==> src/inc/gpio_event_pkg.sv <==
// package: register offsets, field positions and reset values of the gpio event port
package gpio_event_pkg;
  localparam int unsigned PIN_COUNT = 16;
  localparam int unsigned PWM_COUNT = 8;
  localparam logic [7:0] IRQ_CTRL_ADDR = 8'h06;
  localparam logic [7:0] TOP_SUMMARY_ADDR = 8'h08;
  localparam logic [7:0] TOP_ENABLE_ADDR = 8'h09;
  localparam logic [7:0] PIN_EVENT_FLAGS_ADDR = 8'h0a;
  localparam logic [7:0] PIN_EVENT_ENABLE_ADDR = 8'h0c;
  localparam logic [7:0] PWM_DONE_FLAGS_ADDR = 8'h0e;
  localparam logic [7:0] PWM_DONE_ENABLE_ADDR = 8'h0f;
  localparam logic [7:0] PIN_DIRECTION_ADDR = 8'h10;
  localparam logic [7:0] PIN_LEVEL_MONITOR_ADDR = 8'h12;
  localparam logic [7:0] PIN_OUTPUT_LEVEL_ADDR = 8'h14;
  localparam logic [7:0] PIN_FUNCTION_SELECT_ADDR = 8'h16;
  localparam int unsigned SUMMARY_GPIO_BIT = 7;
  localparam int unsigned SUMMARY_PWM_BIT = 6;
  localparam int unsigned IRQ_POL_BIT = 2;
  localparam int unsigned IRQ_TYPE_BIT = 1;
  localparam int unsigned IRQ_EN_BIT = 0;
  localparam logic [15:0] PIN_REG_RESET = 16'h0000;
  localparam logic [7:0] BYTE_REG_RESET = 8'h00;
  localparam int unsigned EDGE_PULSE_CYCLES = 1;
endpackage

==> src/hw/pin_sync.sv <==
// two-stage synchroniser for the sixteen pad inputs
`timescale 1ns/1ps
`default_nettype none
module pin_sync (
  input wire logic sys_clk,
  input wire logic rst,
  input wire logic [15:0] pin_async,
  output logic [15:0] pin_synced
);
  logic [15:0] stage_one;

  always_ff @(posedge sys_clk) begin
    if (rst) begin
      stage_one <= gpio_event_pkg::PIN_REG_RESET;
      pin_synced <= gpio_event_pkg::PIN_REG_RESET;
    end else begin
      stage_one <= pin_async;
      pin_synced <= stage_one;
    end
  end
endmodule
`default_nettype wire

==> src/hw/gpio_event_port.sv <==
// sixteen-pin gpio port with transition flags, pwm completion flags and host interrupt
//
// Operation
// input pins set their event flag on any sampled level change
// writing one clears a pin event flag; zero leaves it
// pin flags: pins 0-7 at low byte, 8-15 at next byte
// pin enable mask gates each pin flag onto the interrupt
// pwm controller completion sets the flag bit of its index
// writing one clears a pwm completion flag; zero leaves it
// pwm enable mask gates each completion flag onto the interrupt
// host services pin flags, clears them, then clears gpio summary
// host services pwm flags, clears them, then clears pwm summary
// direction bit one makes a pin output, zero input
// pin monitor reads current pin levels and is read-only
// output level bit drives an output pin high or low
// function select one gives the pin to gpio, zero to sensor
// sixteen independent pin channels in every per-pin register
// host should set unused pins as outputs to save power
// summary bit 7 gpio, bit 6 pwm; set on events, write-one clear
// interrupt control: polarity bit 2, type bit 1, enable bit 0
// summary events are OR of enabled pin and pwm flags
`timescale 1ns/1ps
`default_nettype none
module gpio_event_port (
  input wire logic sys_clk,
  input wire logic rst,
  input wire logic reg_wr,
  input wire logic reg_rd,
  input wire logic [7:0] reg_addr,
  input wire logic [7:0] reg_wdata,
  output logic [7:0] reg_rdata,
  input wire logic [7:0] pwm_done,
  input wire logic [15:0] pin_in,
  output logic [15:0] pin_out,
  output logic [15:0] pin_oe,
  output logic [15:0] pin_gpio_owned,
  output logic irq_out
);
  logic [15:0] pin_level;
  logic [15:0] pin_level_prev;
  logic [15:0] pin_event_flags;
  logic [15:0] pin_event_enable;
  logic [7:0] pwm_done_flags;
  logic [7:0] pwm_done_enable;
  logic [15:0] pin_direction;
  logic [15:0] pin_output_level;
  logic [15:0] pin_function_select;
  logic [7:0] top_event_summary;
  logic [7:0] top_enable;
  logic [2:0] irq_ctrl;
  logic [15:0] pin_change;
  logic [15:0] pin_flag_clr;
  logic [7:0] pwm_flag_clr;
  logic [7:0] summary_clr;
  logic gpio_event;
  logic pwm_event;
  logic irq_request;
  logic irq_request_prev;
  logic irq_active;
  logic [7:0] next_rdata;

  function automatic logic hit(input logic [7:0] addr, input logic [7:0] target);
    hit = (addr == target);
  endfunction

  // one function covers both bytes of a sixteen-bit register
  function automatic logic [15:0] byte_write(input logic [15:0] cur, input logic [7:0] addr,
                                             input logic [7:0] base, input logic [7:0] data);
    logic [15:0] res;
    res = cur;
    if (addr == base) begin
      res[7:0] = data;
    end
    if (addr == base + 8'h01) begin
      res[15:8] = data;
    end
    byte_write = res;
  endfunction

  // ones written into a byte-split w1c register, as a sixteen-bit clear mask
  function automatic logic [15:0] byte_ones(input logic wr, input logic [7:0] addr,
                                            input logic [7:0] base, input logic [7:0] data);
    logic [15:0] res;
    res = 16'h0000;
    if (wr && addr == base) begin
      res[7:0] = data;
    end
    if (wr && addr == base + 8'h01) begin
      res[15:8] = data;
    end
    byte_ones = res;
  endfunction

  pin_sync u_pin_sync (
    .sys_clk(sys_clk),
    .rst(rst),
    .pin_async(pin_in),
    .pin_synced(pin_level)
  );

  always_ff @(posedge sys_clk) begin
    if (rst) begin
      pin_level_prev <= gpio_event_pkg::PIN_REG_RESET;
    end else begin
      pin_level_prev <= pin_level;
    end
  end

  // input change detect
  assign pin_change = (pin_level ^ pin_level_prev) & ~pin_direction;
  // pin flag clear mask
  assign pin_flag_clr = byte_ones(reg_wr, reg_addr, gpio_event_pkg::PIN_EVENT_FLAGS_ADDR,
                                  reg_wdata);
  // pwm flag clear mask
  assign pwm_flag_clr = (reg_wr && hit(reg_addr, gpio_event_pkg::PWM_DONE_FLAGS_ADDR)) ?
                        reg_wdata : 8'h00;
  assign summary_clr = (reg_wr && hit(reg_addr, gpio_event_pkg::TOP_SUMMARY_ADDR)) ?
                       reg_wdata : 8'h00;

  // set wins over clear
  always_ff @(posedge sys_clk) begin
    if (rst) begin
      pin_event_flags <= gpio_event_pkg::PIN_REG_RESET;
    end else begin
      pin_event_flags <= (pin_event_flags & ~pin_flag_clr) | pin_change;
    end
  end

  // completion flags, set wins
  always_ff @(posedge sys_clk) begin
    if (rst) begin
      pwm_done_flags <= gpio_event_pkg::BYTE_REG_RESET;
    end else begin
      pwm_done_flags <= (pwm_done_flags & ~pwm_flag_clr) | pwm_done;
    end
  end

  // enabled flags form summary events
  assign gpio_event = |(pin_event_flags & pin_event_enable);
  assign pwm_event = |(pwm_done_flags & pwm_done_enable);

  // summary bits, event held high keeps the bit set
  always_ff @(posedge sys_clk) begin
    if (rst) begin
      top_event_summary <= gpio_event_pkg::BYTE_REG_RESET;
    end else begin
      top_event_summary <= top_event_summary & ~summary_clr;
      if (gpio_event) begin
        top_event_summary[gpio_event_pkg::SUMMARY_GPIO_BIT] <= 1'b1;
      end
      if (pwm_event) begin
        top_event_summary[gpio_event_pkg::SUMMARY_PWM_BIT] <= 1'b1;
      end
    end
  end

  // configuration registers
  always_ff @(posedge sys_clk) begin
    if (rst) begin
      pin_event_enable <= gpio_event_pkg::PIN_REG_RESET;
      pin_direction <= gpio_event_pkg::PIN_REG_RESET;
      pin_output_level <= gpio_event_pkg::PIN_REG_RESET;
      pin_function_select <= gpio_event_pkg::PIN_REG_RESET;
      pwm_done_enable <= gpio_event_pkg::BYTE_REG_RESET;
      top_enable <= gpio_event_pkg::BYTE_REG_RESET;
      irq_ctrl <= 3'h0;
    end else if (reg_wr) begin
      pin_event_enable <= byte_write(pin_event_enable, reg_addr,
                                     gpio_event_pkg::PIN_EVENT_ENABLE_ADDR, reg_wdata);
      pin_direction <= byte_write(pin_direction, reg_addr,
                                  gpio_event_pkg::PIN_DIRECTION_ADDR, reg_wdata);
      pin_output_level <= byte_write(pin_output_level, reg_addr,
                                     gpio_event_pkg::PIN_OUTPUT_LEVEL_ADDR, reg_wdata);
      pin_function_select <= byte_write(pin_function_select, reg_addr,
                                        gpio_event_pkg::PIN_FUNCTION_SELECT_ADDR, reg_wdata);
      if (hit(reg_addr, gpio_event_pkg::PWM_DONE_ENABLE_ADDR)) begin
        pwm_done_enable <= reg_wdata;
      end
      if (hit(reg_addr, gpio_event_pkg::TOP_ENABLE_ADDR)) begin
        top_enable <= reg_wdata;
      end
      if (hit(reg_addr, gpio_event_pkg::IRQ_CTRL_ADDR)) begin
        irq_ctrl <= reg_wdata[2:0];
      end
    end
  end

  // pad drive, registered
  always_ff @(posedge sys_clk) begin
    if (rst) begin
      pin_out <= gpio_event_pkg::PIN_REG_RESET;
      pin_oe <= gpio_event_pkg::PIN_REG_RESET;
      pin_gpio_owned <= gpio_event_pkg::PIN_REG_RESET;
    end else begin
      pin_out <= pin_output_level;
      pin_oe <= pin_direction & pin_function_select;
      pin_gpio_owned <= pin_function_select;
    end
  end

  // interrupt generation; edge mode gives a one-cycle pulse on a new request
  assign irq_request = |(top_event_summary & top_enable) & irq_ctrl[gpio_event_pkg::IRQ_EN_BIT];
  assign irq_active = irq_ctrl[gpio_event_pkg::IRQ_TYPE_BIT] ?
                      (irq_request & ~irq_request_prev) : irq_request;

  always_ff @(posedge sys_clk) begin
    if (rst) begin
      irq_request_prev <= 1'b0;
      irq_out <= 1'b1;
    end else begin
      irq_request_prev <= irq_request;
      irq_out <= irq_ctrl[gpio_event_pkg::IRQ_POL_BIT] ? irq_active : ~irq_active;
    end
  end

  // read mux; monitor is read-only, unmapped reads zero
  always_comb begin
    next_rdata = 8'h00;
    case (reg_addr)
      gpio_event_pkg::IRQ_CTRL_ADDR: next_rdata = {5'h00, irq_ctrl};
      gpio_event_pkg::TOP_SUMMARY_ADDR: next_rdata = top_event_summary;
      gpio_event_pkg::TOP_ENABLE_ADDR: next_rdata = top_enable;
      8'h0a: next_rdata = pin_event_flags[7:0];
      8'h0b: next_rdata = pin_event_flags[15:8];
      8'h0c: next_rdata = pin_event_enable[7:0];
      8'h0d: next_rdata = pin_event_enable[15:8];
      gpio_event_pkg::PWM_DONE_FLAGS_ADDR: next_rdata = pwm_done_flags;
      gpio_event_pkg::PWM_DONE_ENABLE_ADDR: next_rdata = pwm_done_enable;
      8'h10: next_rdata = pin_direction[7:0];
      8'h11: next_rdata = pin_direction[15:8];
      8'h12: next_rdata = pin_level[7:0];
      8'h13: next_rdata = pin_level[15:8];
      8'h14: next_rdata = pin_output_level[7:0];
      8'h15: next_rdata = pin_output_level[15:8];
      8'h16: next_rdata = pin_function_select[7:0];
      8'h17: next_rdata = pin_function_select[15:8];
      default: next_rdata = 8'h00;
    endcase
  end

  always_ff @(posedge sys_clk) begin
    if (rst) begin
      reg_rdata <= 8'h00;
    end else if (reg_rd) begin
      reg_rdata <= next_rdata;
    end
  end

  // pin flag set by an input change one cycle later
  pin_flag_set_a: assert property (@(posedge sys_clk) disable iff (rst)
    (|pin_change) |=> ((pin_event_flags & $past(pin_change)) == $past(pin_change)))
    else $error("pin change did not set its flag");

  pin_flag_clr_a: assert property (@(posedge sys_clk) disable iff (rst)
    (pin_flag_clr[0] && !pin_change[0]) |=> !pin_event_flags[0])
    else $error("pin flag not cleared by write of one");

  pin_flag_hold_a: assert property (@(posedge sys_clk) disable iff (rst)
    (pin_event_flags[3] && !pin_flag_clr[3]) |=> pin_event_flags[3])
    else $error("pin flag lost without a clear");

  upper_byte_clr_a: assert property (@(posedge sys_clk) disable iff (rst)
    (reg_wr && reg_addr == 8'h0b && reg_wdata[0] && !pin_change[8]) |=> !pin_event_flags[8])
    else $error("upper byte write did not clear pin 8");

  pwm_flag_set_a: assert property (@(posedge sys_clk) disable iff (rst)
    pwm_done[5] |=> pwm_done_flags[5])
    else $error("pwm completion flag not set");

  pwm_flag_clr_a: assert property (@(posedge sys_clk) disable iff (rst)
    (pwm_flag_clr[2] && !pwm_done[2]) |=> !pwm_done_flags[2])
    else $error("pwm flag not cleared by write of one");

  gpio_summary_a: assert property (@(posedge sys_clk) disable iff (rst)
    gpio_event |=> top_event_summary[7])
    else $error("enabled pin flag did not set summary");

  pwm_summary_a: assert property (@(posedge sys_clk) disable iff (rst)
    (!pwm_event && !gpio_event && top_event_summary == 8'h00) |=> !top_event_summary[6])
    else $error("pwm summary set without enabled flag");

  output_drive_a: assert property (@(posedge sys_clk) disable iff (rst)
    ##1 (pin_oe == $past(pin_direction & pin_function_select)))
    else $error("pad enable does not follow direction");

  level_irq_a: assert property (@(posedge sys_clk) disable iff (rst)
    (irq_request && !irq_ctrl[1] && irq_ctrl[2] && $stable(irq_ctrl)) |=> irq_out)
    else $error("active-high level interrupt not asserted");

  // further checks on the monitor read, summary bits, interrupt pin, pad copies and flags
  monitor_read_a: assert property (@(posedge sys_clk) disable iff (rst)
    (reg_rd && reg_addr == 8'h12) |=> (reg_rdata == $past(pin_level[7:0])))
    else $error("monitor read does not show pin levels");

  summary_clr_a: assert property (@(posedge sys_clk) disable iff (rst)
    (summary_clr[7] && !gpio_event) |=> !top_event_summary[7])
    else $error("gpio summary not cleared by write of one");

  summary_hold_a: assert property (@(posedge sys_clk) disable iff (rst)
    (top_event_summary[6] && !summary_clr[6]) |=> top_event_summary[6])
    else $error("pwm summary lost without a clear");

  irq_disable_a: assert property (@(posedge sys_clk) disable iff (rst)
    !irq_ctrl[0] |=> (irq_out == !$past(irq_ctrl[2])))
    else $error("disabled interrupt pin not at inactive level");

  edge_irq_a: assert property (@(posedge sys_clk) disable iff (rst)
    (irq_ctrl == 3'h7 && irq_request_prev) |=> !irq_out)
    else $error("edge interrupt longer than one cycle");

  owned_copy_a: assert property (@(posedge sys_clk) disable iff (rst)
    ##1 (pin_gpio_owned == $past(pin_function_select)))
    else $error("pin ownership does not follow function select");

  pin_level_out_a: assert property (@(posedge sys_clk) disable iff (rst)
    ##1 (pin_out == $past(pin_output_level)))
    else $error("pad level does not follow output register");

  pwm_flag_hold_a: assert property (@(posedge sys_clk) disable iff (rst)
    (pwm_done_flags[1] && !pwm_flag_clr[1]) |=> pwm_done_flags[1])
    else $error("pwm flag lost without a clear");

  upper_pin_set_a: assert property (@(posedge sys_clk) disable iff (rst)
    pin_change[15] |=> pin_event_flags[15])
    else $error("pin 15 change did not set its flag");

  output_no_flag_a: assert property (@(posedge sys_clk) disable iff (rst)
    (pin_direction[0] && !pin_event_flags[0]) |=> !pin_event_flags[0])
    else $error("output pin raised an event flag");

  pin_event_c: cover property (@(posedge sys_clk) disable iff (rst) |pin_change ##1 gpio_event);
  pwm_event_c: cover property (@(posedge sys_clk) disable iff (rst) |pwm_done ##1 pwm_event);
  edge_irq_c: cover property (@(posedge sys_clk) disable iff (rst) irq_ctrl[1] && irq_active);
  monitor_read_c: cover property (@(posedge sys_clk) disable iff (rst) reg_rd && reg_addr == 8'h13);
  summary_clear_c: cover property (@(posedge sys_clk) disable iff (rst) |summary_clr);
endmodule
`default_nettype wire

==> config.mk <==
export PLATFORM = sky130hd
export DESIGN_NAME = gpio_event_port
export DESIGN_NICKNAME = d
export VERILOG_FILES = /design/src/inc/gpio_event_pkg.sv /design/src/hw/pin_sync.sv /design/src/hw/gpio_event_port.sv
export SDC_FILE = /design/constraint.sdc
export NUM_CORES = 1
export LEC_CHECK = 0
export BUFFER_PORTS_ARGS = -buffer_cell sky130_fd_sc_hd__buf_2
export CELL_PAD_IN_SITES_DETAIL_PLACEMENT = 0
export CELL_PAD_IN_SITES_GLOBAL_PLACEMENT = 1
export CORE_AREA = 2 2 143 145
export DETAILED_ROUTE_END_ITERATION = 12
export DIE_AREA = 0 0 145 147
export GPL_TIMING_DRIVEN = 0
export PLACE_DENSITY_LB_ADDON = 0.1
export SETUP_SLACK_MARGIN = 0.3
export SYNTH_ARGS = -nofsm -noshare
export SYNTH_HDL_FRONTEND = slang
export SYNTH_SLANG_ARGS = --single-unit
export TNS_END_PERCENT = 50
==> constraint.sdc <==
create_clock -name sys_clk -period 2.99 [get_ports sys_clk]
set_input_delay 0.1495 -clock sys_clk [delete_from_list [all_inputs] [get_ports sys_clk]]
set_output_delay 0.1495 -clock sys_clk [all_outputs]
set_load 0.01 [all_outputs]
==> metrics.md <==
| Metric | Value |
|---|---|
| Crit-path most repeated cell | buf_2 |
| Diode count | 0 |
| DRC violations left | 0 |
| Number of setup buffers added after CTS | 0 |
| DR vias | between 7000 and 8000 |
| Starting DRT DRC Count | between 600 and 700 |
| CTS tree | yes |
| Critical-path cell list | buf_2 > buf_2 > buf_2 > nand2_1 > nor4b_4 > nand2_1 > a21oi_1 > dlygate4sd3_1 > nor2_1 |
| Design Power | approximately 6.5 mW |
| Sw power | between 1.5 and 2 mW |
| Sequential power share | 0.469 |
| CTS sink count | roughly 220 |
| Post-synth cell types | 64 |
| Cell Pwr Density | between 600 and 700 nW/um2 |
| Placer Congestion | ~0.94 |
| CTS Buffer Depth | 3 |
| Post-route insts no fill | roughly 1300 |
| Number of hold violations in the final report | 0 |
| Mapped cell area | a little under 9000 um2 |
| Yosys top cell by area | dfxtp_1 |
| Synth warn | 0 |
| Syn Nets | 944 |
| Worst-margin pin slew | ~0.97 ns |
| Largest net degree at the start of global routing | 14 |
| Dpl cells | about 1300 |
| Layout area overhead | 22.58% |
| Num CTS Buffers | 24 |
| Final Setup Violations | 0 |
| FFs w/ async S/R, synth | 0 |
| Die Area | 21320 um2 |
| Initial core utilization | 0.4431 |
| Synth area leaders | dfxtp_1 (50%), mux2i_1 (8.7%), nor2b_1 (6.2%) |
| Top_reg_cell synth | dfxtp_1 |
| DRT antenna net count | 0 |
| Most frequent cell after synthesis | dfxtp_1 |
| Setup WS pre-CTS | 0.6225 ns |
| Initial antenna violation count | 0 |
| Peak supply drop | a little over 0.0006 V |
| Total negative slack | 0 ns |
| Row Count | 52 |
| Initial DRT Pass Iterations | 7 |
| Vias in the first global route | 7045 |
| Yosys top cell area share | 0.5032 |
| EDFF count, synth | 0 |
| Leakage Power | around 4.2 nW |
| Final period util | 0.7533 |
| FF+latch count, synth | about 220 |
| Skew-Pair Late Insertion Delay | 0.53 ns |
| IO Port Bufs | 98 |
| Boundary pin count | around 100 |
| Most frequent cells after synthesis | dfxtp_1 (221), nor2_1 (115), nor2b_1 (87), mux2i_1 (76), nand2_1 (69) |
| GR Overflow Total | 0 |
| Fin nets | between 1000 and 1500 |
| Crit path max fanout | 10 |
| Global-route wire length before repair | ~47000 um |
| # Max-Cap Violations | 0 |
| Register area share after synthesis | 0.5032 |
| Synth Area per Inst | a little under 10 um2 |
| Total Wirelength | roughly 32000 um |
| Classification of the worst setup path | input pin to register |
| Internal power | about 5 mW |
| H-tree depth | 1 |
| Fin crit period | approximately 2.3 ns |
| Die Span X | approximately 150 um |
| CP max stage cell | nor4b_4 |
| Max Freq | between 0.4 and 0.5 GHz |
| Share of cells above drive strength 1 | 0.1866 |
| Post_cts resized | 0 |
| Core Util, Final | 0.5431 |
| CP endpoint kind | register |
| Power share of the combinational group | 0.067 |
| Final slew viol count | 0 |
| Post-Synthesis Cells | 900 |
| Hold Crit Class | input pin to register |
| CTS clk-pin slew, worst paths | 0.06 ns |
| Global Route Usage Sum | 0.2990 |
| DR WL/cell | about 24 um |
| Outcome | finished, final reports clean |
| Req. time, crit path | around 3.4 ns |
| RSZ-0062 raised after global routing | no |
| Clk Tree Root Cell | clkbuf_16 |
| Crit path DAT | roughly 2.7 ns |
| Setup ws final | approximately 0.74 ns |
| Chip height | 147 um |
| Crit-path max cell delay | 0.72 ns |
| Dpl hpwl | roughly 23000 um |
| Core region area | roughly 20000 um2 |
| Sw frac | 0.2406 |
| Clk network pwr share | 0.464 |
| Setup crit start kind | input pin |
| Worst Clk Skew | roughly 0.013 ns |
| Rel. slew slack | 0.3504 |
| DR vias/cell | between 5 and 6 |
## through the flow
| step | hold WS (ns) | cell area (um2) |
|---|---|---|
| final | 0.02167 | 10780 |
| after global routing | 0.02326 | 10780 |
| after CTS | 0.009747 | 10780 |
| after detailed placement | 0.3616 | 9620 |
| after global placement | 0.3542 | 9620 |
| after floorplan | 0.2669 | 8792 |
## path summary, 6_finish.rpt
path / startpoint / to / slack, ns / depth (start not counted)
worst min register to register: u_pin_sync.stage_one[10] / u_pin_sync.pin_synced[10] / 0.43 / 1
worst max-delay path: reg_addr[2] / pwm_done_flags[7] / 0.74 / 9
worst max register to register: pin_output_level[0] / reg_rdata[0] / 1.00 / 5
worst min-delay path: reg_wdata[1] / irq_ctrl[1] / 0.02 / 3
## power by group through the flow
stage | sequential [mW] | clock, mW | combinational, mW
floorplan | 3.08 | 0 | 0.218
global placement | 3.11 | 0 | 0.388
detailed placement | 3.11 | 0 | 0.389
CTS | 3.04 | 3.04 | 0.426
global route | 3.05 | 3.17 | 0.456
finish | 3.04 | 3.01 | 0.435
## layout make-up
cell class                      count  area, um2
Buffer                             55      257.7
Clock buffer                       32      680.7
Clock inverter                     12      126.4
Timing Repair Buffer              133      840.8
Sequential cell                   221       4424
Tap cell                          270      337.8
Multi-Input combinational cell    622       4103
Fill cell                        1825       9066
Inverter                            2      7.507
## what timing repair did
item,CTS,global route
endpoints found under the setup margin,0,0
endpoints found under the hold margin,39,0
hold buffers,35,0
## logic make-up (layout without fill, tap and decap cells)
group                  Yosys count  in the layout  share of synthesized area
XOR/XNOR                        17             17                    0.01693
AO/OA/AOI/OAI                  156            156                     0.1193
buffers and inverters           57            234                    0.03017
multiplexers                    97             97                     0.1185
flip-flops                     221            221                     0.5032
AND/OR/NAND/NOR                352            352                     0.2119
## placed cells by master (no fill, tap or decap), drive strengths merged, types with 2 or more instances in the layout
| master | instances |
|---|---|
| a221o | 4 |
| xnor2 | 16 |
| nand2 | 69 |
| o211ai | 4 |
| a311oi | 2 |
| bufinv | 2 |
| nor4b | 2 |
| a21o | 2 |
| o2bb2ai | 4 |
| a22o | 16 |
| o21ai | 16 |
| dlygate4sd3 | 35 |
| a32oi | 3 |
| nor2b | 87 |
| o22ai | 2 |
| a211oi | 2 |
| a21oi | 61 |
| a221oi | 12 |
| a22oi | 15 |
| mux2i | 76 |
| nand4 | 3 |
| and2 | 19 |
| mux4 | 4 |
| nor2 | 122 |
| dfxtp | 221 |
| nand2b | 11 |
| buf | 120 |
| nand3b | 3 |
| nand3 | 11 |
| nor3 | 6 |
| or3b | 2 |
| clkinv | 10 |
| clkinvlp | 2 |
| clkbuf | 65 |
| nor4 | 5 |
| or3 | 3 |
| mux2 | 17 |
| a41oi | 2 |
| or2 | 4 |
## routing by layer
| metal | GRT usage | wire (um) | up-vias |
|---|---|---|---|
| met5 | 0 | 0 | - |
| met3 | 0.05155 | 2818 | 66 |
| met1 | 0.4229 | 14480 | 3547 |
| met2 | 0.4574 | 13760 | 388 |
| met4 | 0.1158 | 1233 | 0 |
| li1 | - | - | 3436 |
## critical path, delay by kind of cell
family,cells,cell delay (ns)
AO/OA/AOI/OAI,1,0.18
buffers and inverters,4,1.29
AND/OR/NAND/NOR,4,1.02
Power figures use the tool's default switching activity.
